[src/pkg/acrb_pkg.sv]
// Purpose: Constants and types shared by the front-end control register bank.
// Assumes: 200 MHz device clock, 7-bit register addresses, 8-bit register data.
// Notes: Offsets, field positions, reset values and cycle counts live here only.
// Notes on behaviour
// - Streaming control bit 7 picks stream type: 0 normal (reset), 1 controlled.
// - Streaming control bits 6..0 hold controlled stream length, reset zero.
// - Writing power field requests mode: 0 active, 1 power-down, 3 standby.
// - Reading power field gives mode in effect, same coding, active after reset.
// - Seven-bit data-only start address field, reset value 0x1A.
// - Three-bit data-only byte count is value plus one bytes, reset 0x2.
// - Writing 1 to restart bit 0 restarts conversion; bits 7..1 reserved.
// - Direction bit per pin 0..6: 0 input, 1 output; all reset as inputs.
// - Pin six carrying data ready is never used as general pin.
// - Writing pin level bit drives that pin low for 0, high for 1.
// - Reading output pin gives present value; writes to input pins ignored quietly.
// - Calibration scheme: 0 off (reset), 1, 2 and 3 select correction schemes.
// - Ready control bit 7 routes data ready onto pin six; clear keeps general pin.
// - Ready control bit 5 clear: CRC cleared on data ready deassertion; set suppresses.
// - Ready control bit 3 picks gain error source: 0 device corrects, 1 last coefficients.
// - Link reset enable is locked once written until register reset clears both.
package acrb_pkg;

  // ==========================================================================
  // Register offsets.
  localparam logic [6:0] OFS_LINK_RST = 7'h02;
  localparam logic [6:0] OFS_STREAM = 7'h03;
  localparam logic [6:0] OFS_POWER = 7'h08;
  localparam logic [6:0] OFS_DO_START = 7'h09;
  localparam logic [6:0] OFS_DO_LEN = 7'h0A;
  localparam logic [6:0] OFS_RESTART = 7'h0B;
  localparam logic [6:0] OFS_PIN_DIR = 7'h0E;
  localparam logic [6:0] OFS_PIN_DAT = 7'h0F;
  localparam logic [6:0] OFS_BGCAL = 7'h10;
  localparam logic [6:0] OFS_READY_CTL = 7'h11;

  // ==========================================================================
  // Field positions.
  localparam int unsigned LINK_RST_BIT = 0;
  localparam int unsigned STRM_KIND_BIT = 7;
  localparam int unsigned RESTART_BIT = 0;
  localparam int unsigned READY_PIN6_BIT = 7;
  localparam int unsigned CRC_HOLD_BIT = 5;
  localparam int unsigned GAIN_SRC_BIT = 3;
  localparam int unsigned PIN_SIX = 6;
  localparam int unsigned NUM_PINS = 7;

  // ==========================================================================
  // Values after reset and encodings.
  localparam logic [6:0] RST_STREAM_LEN = 7'h00;
  localparam logic [6:0] RST_DO_START = 7'h1A;
  localparam logic [2:0] RST_DO_COUNT = 3'h2;
  localparam logic [2:0] RST_READY_RSV = 3'h3;
  localparam logic [1:0] PWR_ACTIVE = 2'h0;
  localparam logic [1:0] PWR_DOWN = 2'h1;
  localparam logic [1:0] PWR_INVALID = 2'h2;
  localparam logic [1:0] PWR_STANDBY = 2'h3;
  localparam logic [1:0] CAL_OFF = 2'h0;

  // ==========================================================================
  // Timing: settle time of a power mode change.
  localparam int unsigned CLK_MHZ = 200;
  localparam int unsigned PWR_SETTLE_NS = 50;
  localparam int unsigned PWR_SETTLE_CYC = (PWR_SETTLE_NS * CLK_MHZ + 999) / 1000;

  // ==========================================================================
  // Types.
  typedef struct packed {
    logic wr;
    logic rd;
    logic [6:0] addr;
    logic [7:0] wdata;
  } acrb_reg_req_t;

  typedef struct packed {
    logic link_reset_enable;
    logic stream_kind_select;
    logic [6:0] controlled_stream_length;
    logic [6:0] data_only_start_addr;
    logic [2:0] data_only_byte_count;
    logic [1:0] background_cal_scheme;
    logic crc_clear_hold;
    logic fixed_gain_cal_source;
    logic ready_on_pin_six;
  } acrb_cfg_t;

  typedef enum logic [0:0] {
    PWR_IDLE = 1'b0,
    PWR_SETTLE = 1'b1
  } acrb_pwr_state_t;

endpackage : acrb_pkg

[src/design/acrb_sync.sv]
// Purpose: Two-stage synchroniser for the general pin inputs.
// Assumes: Inputs are asynchronous to sys_clk_i.
// Notes: Only the second stage is visible to other logic.
`timescale 1ns/100ps
module acrb_sync
  import acrb_pkg::*;
#(
  parameter int unsigned WIDTH = NUM_PINS
) (
  // Clock, reset and enable.
  input wire logic sys_clk_i,
  input wire logic rst_n_i,
  input wire logic ce_i,
  // Data.
  input wire logic [WIDTH-1:0] async_i,
  output logic [WIDTH-1:0] sync_o
);

  typedef struct packed {
    logic [WIDTH-1:0] meta;
    logic [WIDTH-1:0] sync;
  } acrb_sync_st_t;

  acrb_sync_st_t st_q;
  acrb_sync_st_t st_d;

  // The first stage feeds the second stage and nothing else.
  always_comb begin
    st_d = st_q;
    st_d.meta = async_i;
    st_d.sync = st_q.meta;
  end

  // State register, frozen while the clock enable is low.
  always_ff @(posedge sys_clk_i or negedge rst_n_i) begin
    if (!rst_n_i) begin
      st_q <= '0;
    end else if (ce_i) begin
      st_q <= st_d;
    end
  end

  assign sync_o = st_q.sync;

endmodule : acrb_sync

[src/design/acrb_pwr.sv]
// Purpose: Applies a requested power mode after a settle time.
// Assumes: Requests arrive as one-cycle pulses with a valid encoding.
// Notes: A request during settling restarts the wait with the new target.
`timescale 1ns/100ps
module acrb_pwr
  import acrb_pkg::*;
#(
  parameter int unsigned SETTLE_CYC = PWR_SETTLE_CYC
) (
  // Clock, reset and enable.
  input wire logic sys_clk_i,
  input wire logic rst_n_i,
  input wire logic ce_i,
  // Request.
  input wire logic req_i,
  input wire logic [1:0] req_mode_i,
  // Mode in effect.
  output logic [1:0] mode_o
);

  typedef struct packed {
    acrb_pwr_state_t fsm;
    logic [15:0] cnt;
    logic [1:0] target;
    logic [1:0] mode;
  } acrb_pwr_st_t;

  acrb_pwr_st_t st_q;
  acrb_pwr_st_t st_d;

  // The reported mode changes only once the settle count has run out.
  always_comb begin
    st_d = st_q;
    case (st_q.fsm)
      PWR_IDLE: begin
      end
      PWR_SETTLE: begin
        if (st_q.cnt <= 16'h0001) begin
          st_d.mode = st_q.target;
          st_d.fsm = PWR_IDLE;
          st_d.cnt = 16'h0000;
        end else begin
          st_d.cnt = st_q.cnt - 16'h0001;
        end
      end
      default: begin
        st_d.fsm = PWR_IDLE;
      end
    endcase
    if (req_i) begin
      st_d.target = req_mode_i;
      st_d.cnt = SETTLE_CYC[15:0];
      st_d.fsm = PWR_SETTLE;
    end
  end

  // State register, frozen while the clock enable is low.
  always_ff @(posedge sys_clk_i or negedge rst_n_i) begin
    if (!rst_n_i) begin
      st_q <= '{fsm: PWR_IDLE, cnt: 16'h0000, target: PWR_ACTIVE, mode: PWR_ACTIVE};
    end else if (ce_i) begin
      st_q <= st_d;
    end
  end

  assign mode_o = st_q.mode;

endmodule : acrb_pwr

[src/design/acrb_regbank.sv]
// Purpose: Control and status register bank of the sensor front-end.
// Assumes: The serial frame decoder on the same clock presents register
//   accesses as one-cycle write or read strobes with address and data.
// Notes: Read data appears one cycle after the read strobe with a valid pulse.
`timescale 1ns/100ps
module acrb_regbank
  import acrb_pkg::*;
#(
  parameter int unsigned SETTLE_CYC = PWR_SETTLE_CYC
) (
  // Clock, reset and enable.
  input wire logic sys_clk_i,
  input wire logic rst_n_i,
  input wire logic ce_i,
  // Register access from the link decoder.
  input wire acrb_reg_req_t reg_req_i,
  output logic [7:0] reg_rdata_o,
  output logic reg_rvalid_o,
  // Configuration towards the converter and link.
  output acrb_cfg_t cfg_o,
  output logic [1:0] pwr_mode_o,
  output logic conv_restart_o,
  output logic crc_clear_o,
  // Data ready from the converter, active low.
  input wire logic data_ready_n_i,
  // General pins.
  input wire logic [NUM_PINS-1:0] pin_in_i,
  output logic [NUM_PINS-1:0] pin_out_o,
  output logic [NUM_PINS-1:0] pin_oe_o
);

  // ==========================================================================
  // State.
  typedef struct packed {
    acrb_cfg_t cfg;
    logic link_locked;
    logic [NUM_PINS-1:0] pin_dir;
    logic [NUM_PINS-1:0] pin_lvl;
    logic [NUM_PINS-1:0] pin_out;
    logic [NUM_PINS-1:0] pin_oe;
    logic [7:0] rdata;
    logic rvalid;
    logic restart;
    logic crc_clear;
    logic ready_prev_n;
  } acrb_rb_st_t;

  acrb_rb_st_t st_q;
  acrb_rb_st_t st_d;

  logic [NUM_PINS-1:0] pin_sync;
  logic [1:0] pwr_mode;
  logic pwr_req;
  logic [NUM_PINS-1:0] six_mask;
  logic [NUM_PINS-1:0] drv_out;
  logic [NUM_PINS-1:0] drv_oe;
  logic [NUM_PINS-1:0] gpio_wmask;
  logic [NUM_PINS-1:0] pin_rd;
  logic wr_hit;
  logic [7:0] wd;

  // ==========================================================================
  // Submodules.

  // Pin inputs come from outside and pass two flip-flops first.
  acrb_sync #(
    .WIDTH(NUM_PINS)
  ) u_pin_sync (
    .sys_clk_i(sys_clk_i),
    .rst_n_i(rst_n_i),
    .ce_i(ce_i),
    .async_i(pin_in_i),
    .sync_o(pin_sync)
  );

  // Power mode sequencer reports the mode actually in effect.
  acrb_pwr #(
    .SETTLE_CYC(SETTLE_CYC)
  ) u_pwr (
    .sys_clk_i(sys_clk_i),
    .rst_n_i(rst_n_i),
    .ce_i(ce_i),
    .req_i(pwr_req),
    .req_mode_i(reg_req_i.wdata[1:0]),
    .mode_o(pwr_mode)
  );

  // ==========================================================================
  // Access decode.

  // The unused power encoding is dropped rather than passed on.
  assign wr_hit = reg_req_i.wr;
  assign wd = reg_req_i.wdata;
  assign pwr_req = wr_hit && (reg_req_i.addr == OFS_POWER) &&
                   (wd[1:0] != PWR_INVALID);

  // Mask that removes pin six from general use while it carries data ready.
  assign six_mask = st_q.cfg.ready_on_pin_six ?
                    (NUM_PINS'(1) << PIN_SIX) : '0;

  // Level writes only land on pins that are outputs and still general.
  assign gpio_wmask = st_q.pin_dir & ~six_mask;

  // Readback of levels: the present pin value, pin six reads zero when taken.
  assign pin_rd = pin_sync & ~six_mask;

  // ==========================================================================
  // Pin drive, one cell per pin.
  for (genvar gi = 0; gi < NUM_PINS; gi++) begin : g_pin
    if (gi == PIN_SIX) begin : g_six
      // Pin six is driven by data ready when routed, whatever its direction.
      assign drv_oe[gi] = st_q.cfg.ready_on_pin_six | st_q.pin_dir[gi];
      assign drv_out[gi] = st_q.cfg.ready_on_pin_six ?
                           data_ready_n_i : st_q.pin_lvl[gi];
    end else begin : g_gen
      // Ordinary pins follow their direction and level bits.
      assign drv_oe[gi] = st_q.pin_dir[gi];
      assign drv_out[gi] = st_q.pin_lvl[gi];
    end
  end

  // ==========================================================================
  // Next state.

  // Register writes, read mux, pulses and pin registers.
  always_comb begin
    st_d = st_q;
    st_d.rvalid = 1'b0;
    st_d.restart = 1'b0;
    st_d.pin_out = drv_out;
    st_d.pin_oe = drv_oe;
    st_d.ready_prev_n = data_ready_n_i;

    // Deassertion of data ready clears the CRC unless held off.
    st_d.crc_clear = data_ready_n_i && !st_q.ready_prev_n &&
                     !st_q.cfg.crc_clear_hold;

    // Writes.
    if (wr_hit) begin
      case (reg_req_i.addr)
        OFS_LINK_RST: begin
          // Only the first write after register reset takes effect.
          if (!st_q.link_locked) begin
            st_d.cfg.link_reset_enable = wd[LINK_RST_BIT];
            st_d.link_locked = 1'b1;
          end
        end
        OFS_STREAM: begin
          st_d.cfg.stream_kind_select = wd[STRM_KIND_BIT];
          st_d.cfg.controlled_stream_length = wd[6:0];
        end
        OFS_DO_START: begin
          st_d.cfg.data_only_start_addr = wd[6:0];
        end
        OFS_DO_LEN: begin
          st_d.cfg.data_only_byte_count = wd[2:0];
        end
        OFS_RESTART: begin
          st_d.restart = wd[RESTART_BIT];
        end
        OFS_PIN_DIR: begin
          st_d.pin_dir = wd[NUM_PINS-1:0];
        end
        OFS_PIN_DAT: begin
          // Bits of input pins keep their old level silently.
          st_d.pin_lvl = (st_q.pin_lvl & ~gpio_wmask) |
                         (wd[NUM_PINS-1:0] & gpio_wmask);
        end
        OFS_BGCAL: begin
          st_d.cfg.background_cal_scheme = wd[1:0];
        end
        OFS_READY_CTL: begin
          // Reserved bits 6, 4 and 2..0 are not stored.
          st_d.cfg.ready_on_pin_six = wd[READY_PIN6_BIT];
          st_d.cfg.crc_clear_hold = wd[CRC_HOLD_BIT];
          st_d.cfg.fixed_gain_cal_source = wd[GAIN_SRC_BIT];
        end
        default: begin
        end
      endcase
    end

    // Reads; unmapped and write-only addresses return zero.
    if (reg_req_i.rd) begin
      st_d.rvalid = 1'b1;
      st_d.rdata = 8'h00;
      case (reg_req_i.addr)
        OFS_LINK_RST: begin
          st_d.rdata[LINK_RST_BIT] = st_q.cfg.link_reset_enable;
        end
        OFS_STREAM: begin
          st_d.rdata = {st_q.cfg.stream_kind_select,
                        st_q.cfg.controlled_stream_length};
        end
        OFS_POWER: begin
          st_d.rdata[1:0] = pwr_mode;
        end
        OFS_DO_START: begin
          st_d.rdata[6:0] = st_q.cfg.data_only_start_addr;
        end
        OFS_DO_LEN: begin
          st_d.rdata[2:0] = st_q.cfg.data_only_byte_count;
        end
        OFS_PIN_DIR: begin
          st_d.rdata[NUM_PINS-1:0] = st_q.pin_dir;
        end
        OFS_PIN_DAT: begin
          st_d.rdata[NUM_PINS-1:0] = pin_rd;
        end
        OFS_BGCAL: begin
          st_d.rdata[1:0] = st_q.cfg.background_cal_scheme;
        end
        OFS_READY_CTL: begin
          st_d.rdata[READY_PIN6_BIT] = st_q.cfg.ready_on_pin_six;
          st_d.rdata[CRC_HOLD_BIT] = st_q.cfg.crc_clear_hold;
          st_d.rdata[GAIN_SRC_BIT] = st_q.cfg.fixed_gain_cal_source;
          st_d.rdata[2:0] = RST_READY_RSV;
        end
        default: begin
          st_d.rdata = 8'h00;
        end
      endcase
    end
  end

  // ==========================================================================
  // State register.

  // All state is frozen while the clock enable is low.
  always_ff @(posedge sys_clk_i or negedge rst_n_i) begin
    if (!rst_n_i) begin
      st_q.cfg.link_reset_enable <= 1'b0;
      st_q.cfg.stream_kind_select <= 1'b0;
      st_q.cfg.controlled_stream_length <= RST_STREAM_LEN;
      st_q.cfg.data_only_start_addr <= RST_DO_START;
      st_q.cfg.data_only_byte_count <= RST_DO_COUNT;
      st_q.cfg.background_cal_scheme <= CAL_OFF;
      st_q.cfg.crc_clear_hold <= 1'b0;
      st_q.cfg.fixed_gain_cal_source <= 1'b0;
      st_q.cfg.ready_on_pin_six <= 1'b0;
      st_q.link_locked <= 1'b0;
      st_q.pin_dir <= '0;
      st_q.pin_lvl <= '0;
      st_q.pin_out <= '0;
      st_q.pin_oe <= '0;
      st_q.rdata <= 8'h00;
      st_q.rvalid <= 1'b0;
      st_q.restart <= 1'b0;
      st_q.crc_clear <= 1'b0;
      st_q.ready_prev_n <= 1'b1;
    end else if (ce_i) begin
      st_q <= st_d;
    end
  end

  // ==========================================================================
  // Outputs, each straight from a flip-flop.
  assign reg_rdata_o = st_q.rdata;
  assign reg_rvalid_o = st_q.rvalid;
  assign cfg_o = st_q.cfg;
  assign pwr_mode_o = pwr_mode;
  assign conv_restart_o = st_q.restart;
  assign crc_clear_o = st_q.crc_clear;
  assign pin_out_o = st_q.pin_out;
  assign pin_oe_o = st_q.pin_oe;

endmodule : acrb_regbank

[config.mk]
export PLATFORM = sky130hd
export DESIGN_NAME = acrb_regbank
export DESIGN_NICKNAME = d
export VERILOG_FILES = /design/src/pkg/acrb_pkg.sv /design/src/design/acrb_sync.sv /design/src/design/acrb_pwr.sv /design/src/design/acrb_regbank.sv
export SDC_FILE = /design/constraint.sdc
export NUM_CORES = 1
export LEC_CHECK = 0
export ABC_AREA = 1
export BUFFER_PORTS_ARGS = -buffer_cell sky130_fd_sc_hd__buf_2
export CAP_MARGIN = 10
export CORE_ASPECT_RATIO = 0.75
export CORE_UTILIZATION = 56
export CTS_BUF_LIST = sky130_fd_sc_hd__clkbuf_4 sky130_fd_sc_hd__clkbuf_8
export DETAILED_ROUTE_END_ITERATION = 12
export PLACE_DENSITY_LB_ADDON = 0.15
export SYNTH_ARGS = -nofsm -noshare
export SYNTH_HDL_FRONTEND = slang
export SYNTH_HIERARCHICAL = 1
export SYNTH_SLANG_ARGS = --single-unit
export TNS_END_PERCENT = 5
[constraint.sdc]
create_clock -name sys_clk_i -period 2.6 [get_ports sys_clk_i]
set_clock_uncertainty 0.15 [all_clocks]
set_input_delay 0.13 -clock sys_clk_i [delete_from_list [all_inputs] [get_ports sys_clk_i]]
set_output_delay 0.13 -clock sys_clk_i [all_outputs]
set_load 0.1 [all_outputs]
==> impl_metrics.ini <==
[outcome]
status = finished clean

[clock_tree]
cts_root_buf = clkbuf_8
clock_path_buffers = 2
cts_max_level = 3
cts.sinks = 100
clk_latency_ps = 370
post_cts_buffers = 0
cts_buffers = 9
cts_tree = yes
path_clk_slew_ps = 90

[layout]
area_growth_pct = 10.1
final_core_util = 0.634
mostFrequentLayoutCell = nand2_1
layout_common_cells = nand2_1 (187), dfrtp_1 (95), buf_2 (77), nand3_1 (49), nor2_1 (48)
final_layout_size_suffix_gt1_frac = 0.238
layout.cells.non_filler = 779
nNetsFinal = 692
stdcell_area_um2 = 5710
antenna_cells = 0

[die]
fp.dieH_um = 85.3
rows = 30
die_x_um = 113
coreArea_um2 = 9010
initial_core_util = 0.576
ios = 79
die_area_um2 = 9650

[sta]
fin_crit_sh = 0.702
tns_ps = 0
tightest_slew_ps = 640
drv_slew = 0
min_period_ps = 1820
finalHoldViolations = 0
fmax_ghz = 0.548
fin_ws_ps = 775
setup_violations = 0
whs_ps = 40.5
max-slew-margin-rel = 0.573
rsz0062_at_grt = false

[detailed_routing]
routed_wl_um = 11500
via_count = 4074
routedWlPerCell_um = 14.8
drt_first_pass_iters = 4
drtIter0Drc = 232
drc = 0
final_antenna_net_count = 0
vias_per_cell = 5.23

[pwr]
p_total_mw = 3.83
power_switching_mw = 1.30
ir_drop_uv = 398
p_leak_nw = 3.00
clock_power_share = 0.296
sw_frac_of_total = 0.339
internal_power_mw = 2.53
p_comb_frac = 0.232
power.density_nw_per_um2 = 670
p_seq_frac = 0.472

[setup_path]
cp_num_buf_inv = 3
worstPathRequired_ps = 2750
critPathMaxStageDelay_ps = 520
arrival_ps = 1980
critPathCaptureType = register
critPathLaunch = reg_req_i[0]
critPathTopFamily = buffers and inverters
worst_setup_path_start_kind = input port
worstPathCellList = dlygate4sd3_1, buf_2, inv_1, a21oi_1, nand2_4, nand2_4, nand2_1, xor2_1, nor2_1
path_max_fanout = 15
ff2ff_path_depth = 9
critPathKind = input port to register
r2r_setup_slack_ps = 820
path_common_cell = nand2_4
r2r-end = u_pwr/st_q[11]
r2r_start = u_pwr/st_q[4]
worst_path_max_delay_cell = dlygate4sd3_1

[yosys]
postSynthNetCount = 642
synth_seq_cells = 100
synth_flop_cell = dfrtp_1
yosysWarningCount = 6
syn_area_um2 = 5190
synth_cell_types = 33
seq_area_frac_synth = 0.484
synth_async_sr_flop_share = 1.00
synth_area_per_cell_um2 = 8.47
synth_edf_count = 0
syn_inst = 612

[global_routing]
grt_max_degree = 53
grt_first_pass_wirelength_um = 18900
track_usage = 0.256
antenna_found_initial = 0
grt_pass1_vias = 3789
grt_overflow_total = 0

[min_path]
worstHoldStart = reg_req_i[11]
hold_class = input port to register
min_to = conv_restart_o
worst_hold_path.num_cells = 3

[placement]
hpwl_um = 8220
dpl.cell_count = 745
pre_cts_ws_ps = 682
port_buffers = 78
place_area_um2 = 5300
place_congestion = 0.850

[job]
cap_violations = 0
-- synthesized netlist by cell type (6+ instances only) --
cell	number	area, µm²
buf_2	6	30.0
nor2_4	8	90.1
nor2_2	7	43.8
buf_4	49	368
nor2_1	48	180
a21oi_1	12	60.1
o21ai_2	8	70.1
inv_2	6	22.5
o21ai_1	29	145
o21ai_0	11	55.1
inv_1	39	146
dfrtp_1	95	2380
nand2_1	187	702
nand4_1	6	37.5
nand3_1	49	245
mux2_2	13	146
-- tightest hold or removal path, cell delays in order --
cell and delay, ps:
buf_2 120, nand2_1 160, o22ai_1 110
-- worst max path at each step --
stage | to | cells past startpoint
6_report | u_pwr/st_q[8] | 9
4_1_cts | u_pwr/st_q[8] | 9
5_1_grt | u_pwr/st_q[8] | 9
2_1_floorplan | u_pwr/st_q[10] | 13
3_3_place_gp | u_pwr/st_q[8] | 11
3_5_place_dp | u_pwr/st_q[8] | 11
-- cell type report --
type	count	area [µm²]
Fill cell	802	3300
Inverter	46	173
Timing Repair Buffer	99	608
Multi-Input combinational cell	406	2050
Clock buffer	12	165
Sequential cell	100	2510
Tap cell	112	140
Clock inverter	4	70.1
-- state kept, by name, summed over array words and instances (netlist names), named ones only --
register and flops:
cfg_o 24, reg_rvalid_o 1, reg_rdata_o 8, conv_restart_o 1, u_pwr/st_q 19, pin_oe_o 7, st_q 3, pin_out_o 7
drv_oe 6, crc_clear_o 1, u_pwr/mode_o 2, u_pin_sync/sync_o 7, u_pin_sync/st_d 7
-- power groups by stage --
stage / clock (mW) / combinational [mW] / sequential, mW
final: 1.13 / 0.887 / 1.81
after floorplan: 0 / 0.705 / 1.82
after CTS: 1.16 / 0.887 / 1.81
after detailed placement: 0 / 0.864 / 1.83
after global routing: 1.22 / 0.976 / 1.83
after global placement: 0 / 0.849 / 1.83
-- routing by layer --
metal | global-route usage | wire length [µm] | part of all wire | up-vias
met5 | 0 | 0 | 0 | -
met4 | 0.0766 | 140 | 0.012 | 0
met3 | 0.0600 | 754 | 0.066 | 14
met2 | 0.374 | 5030 | 0.44 | 130
met1 | 0.380 | 5570 | 0.48 | 1908
li1 | - | - | - | 2022
-- timing repair --
item,in CTS,in global routing
hold endpoints to repair,82,0
gates resized for setup,0,0
hold buffers,18,0
-- logic make-up (layout without fill, tap and decap cells) --
kind of cell    Yosys count  after routing  share of synthesized area
fa+ha+maj                 2              2                    0.00482
xor+xnor                  5              5                    0.00844
flops                   100            100                      0.484
simple gates            321            321                      0.283
compound gates           65             65                     0.0704
buf+inv                 106            161                      0.122
mux                      13             13                     0.0282
Power figures use the tool's default switching activity.
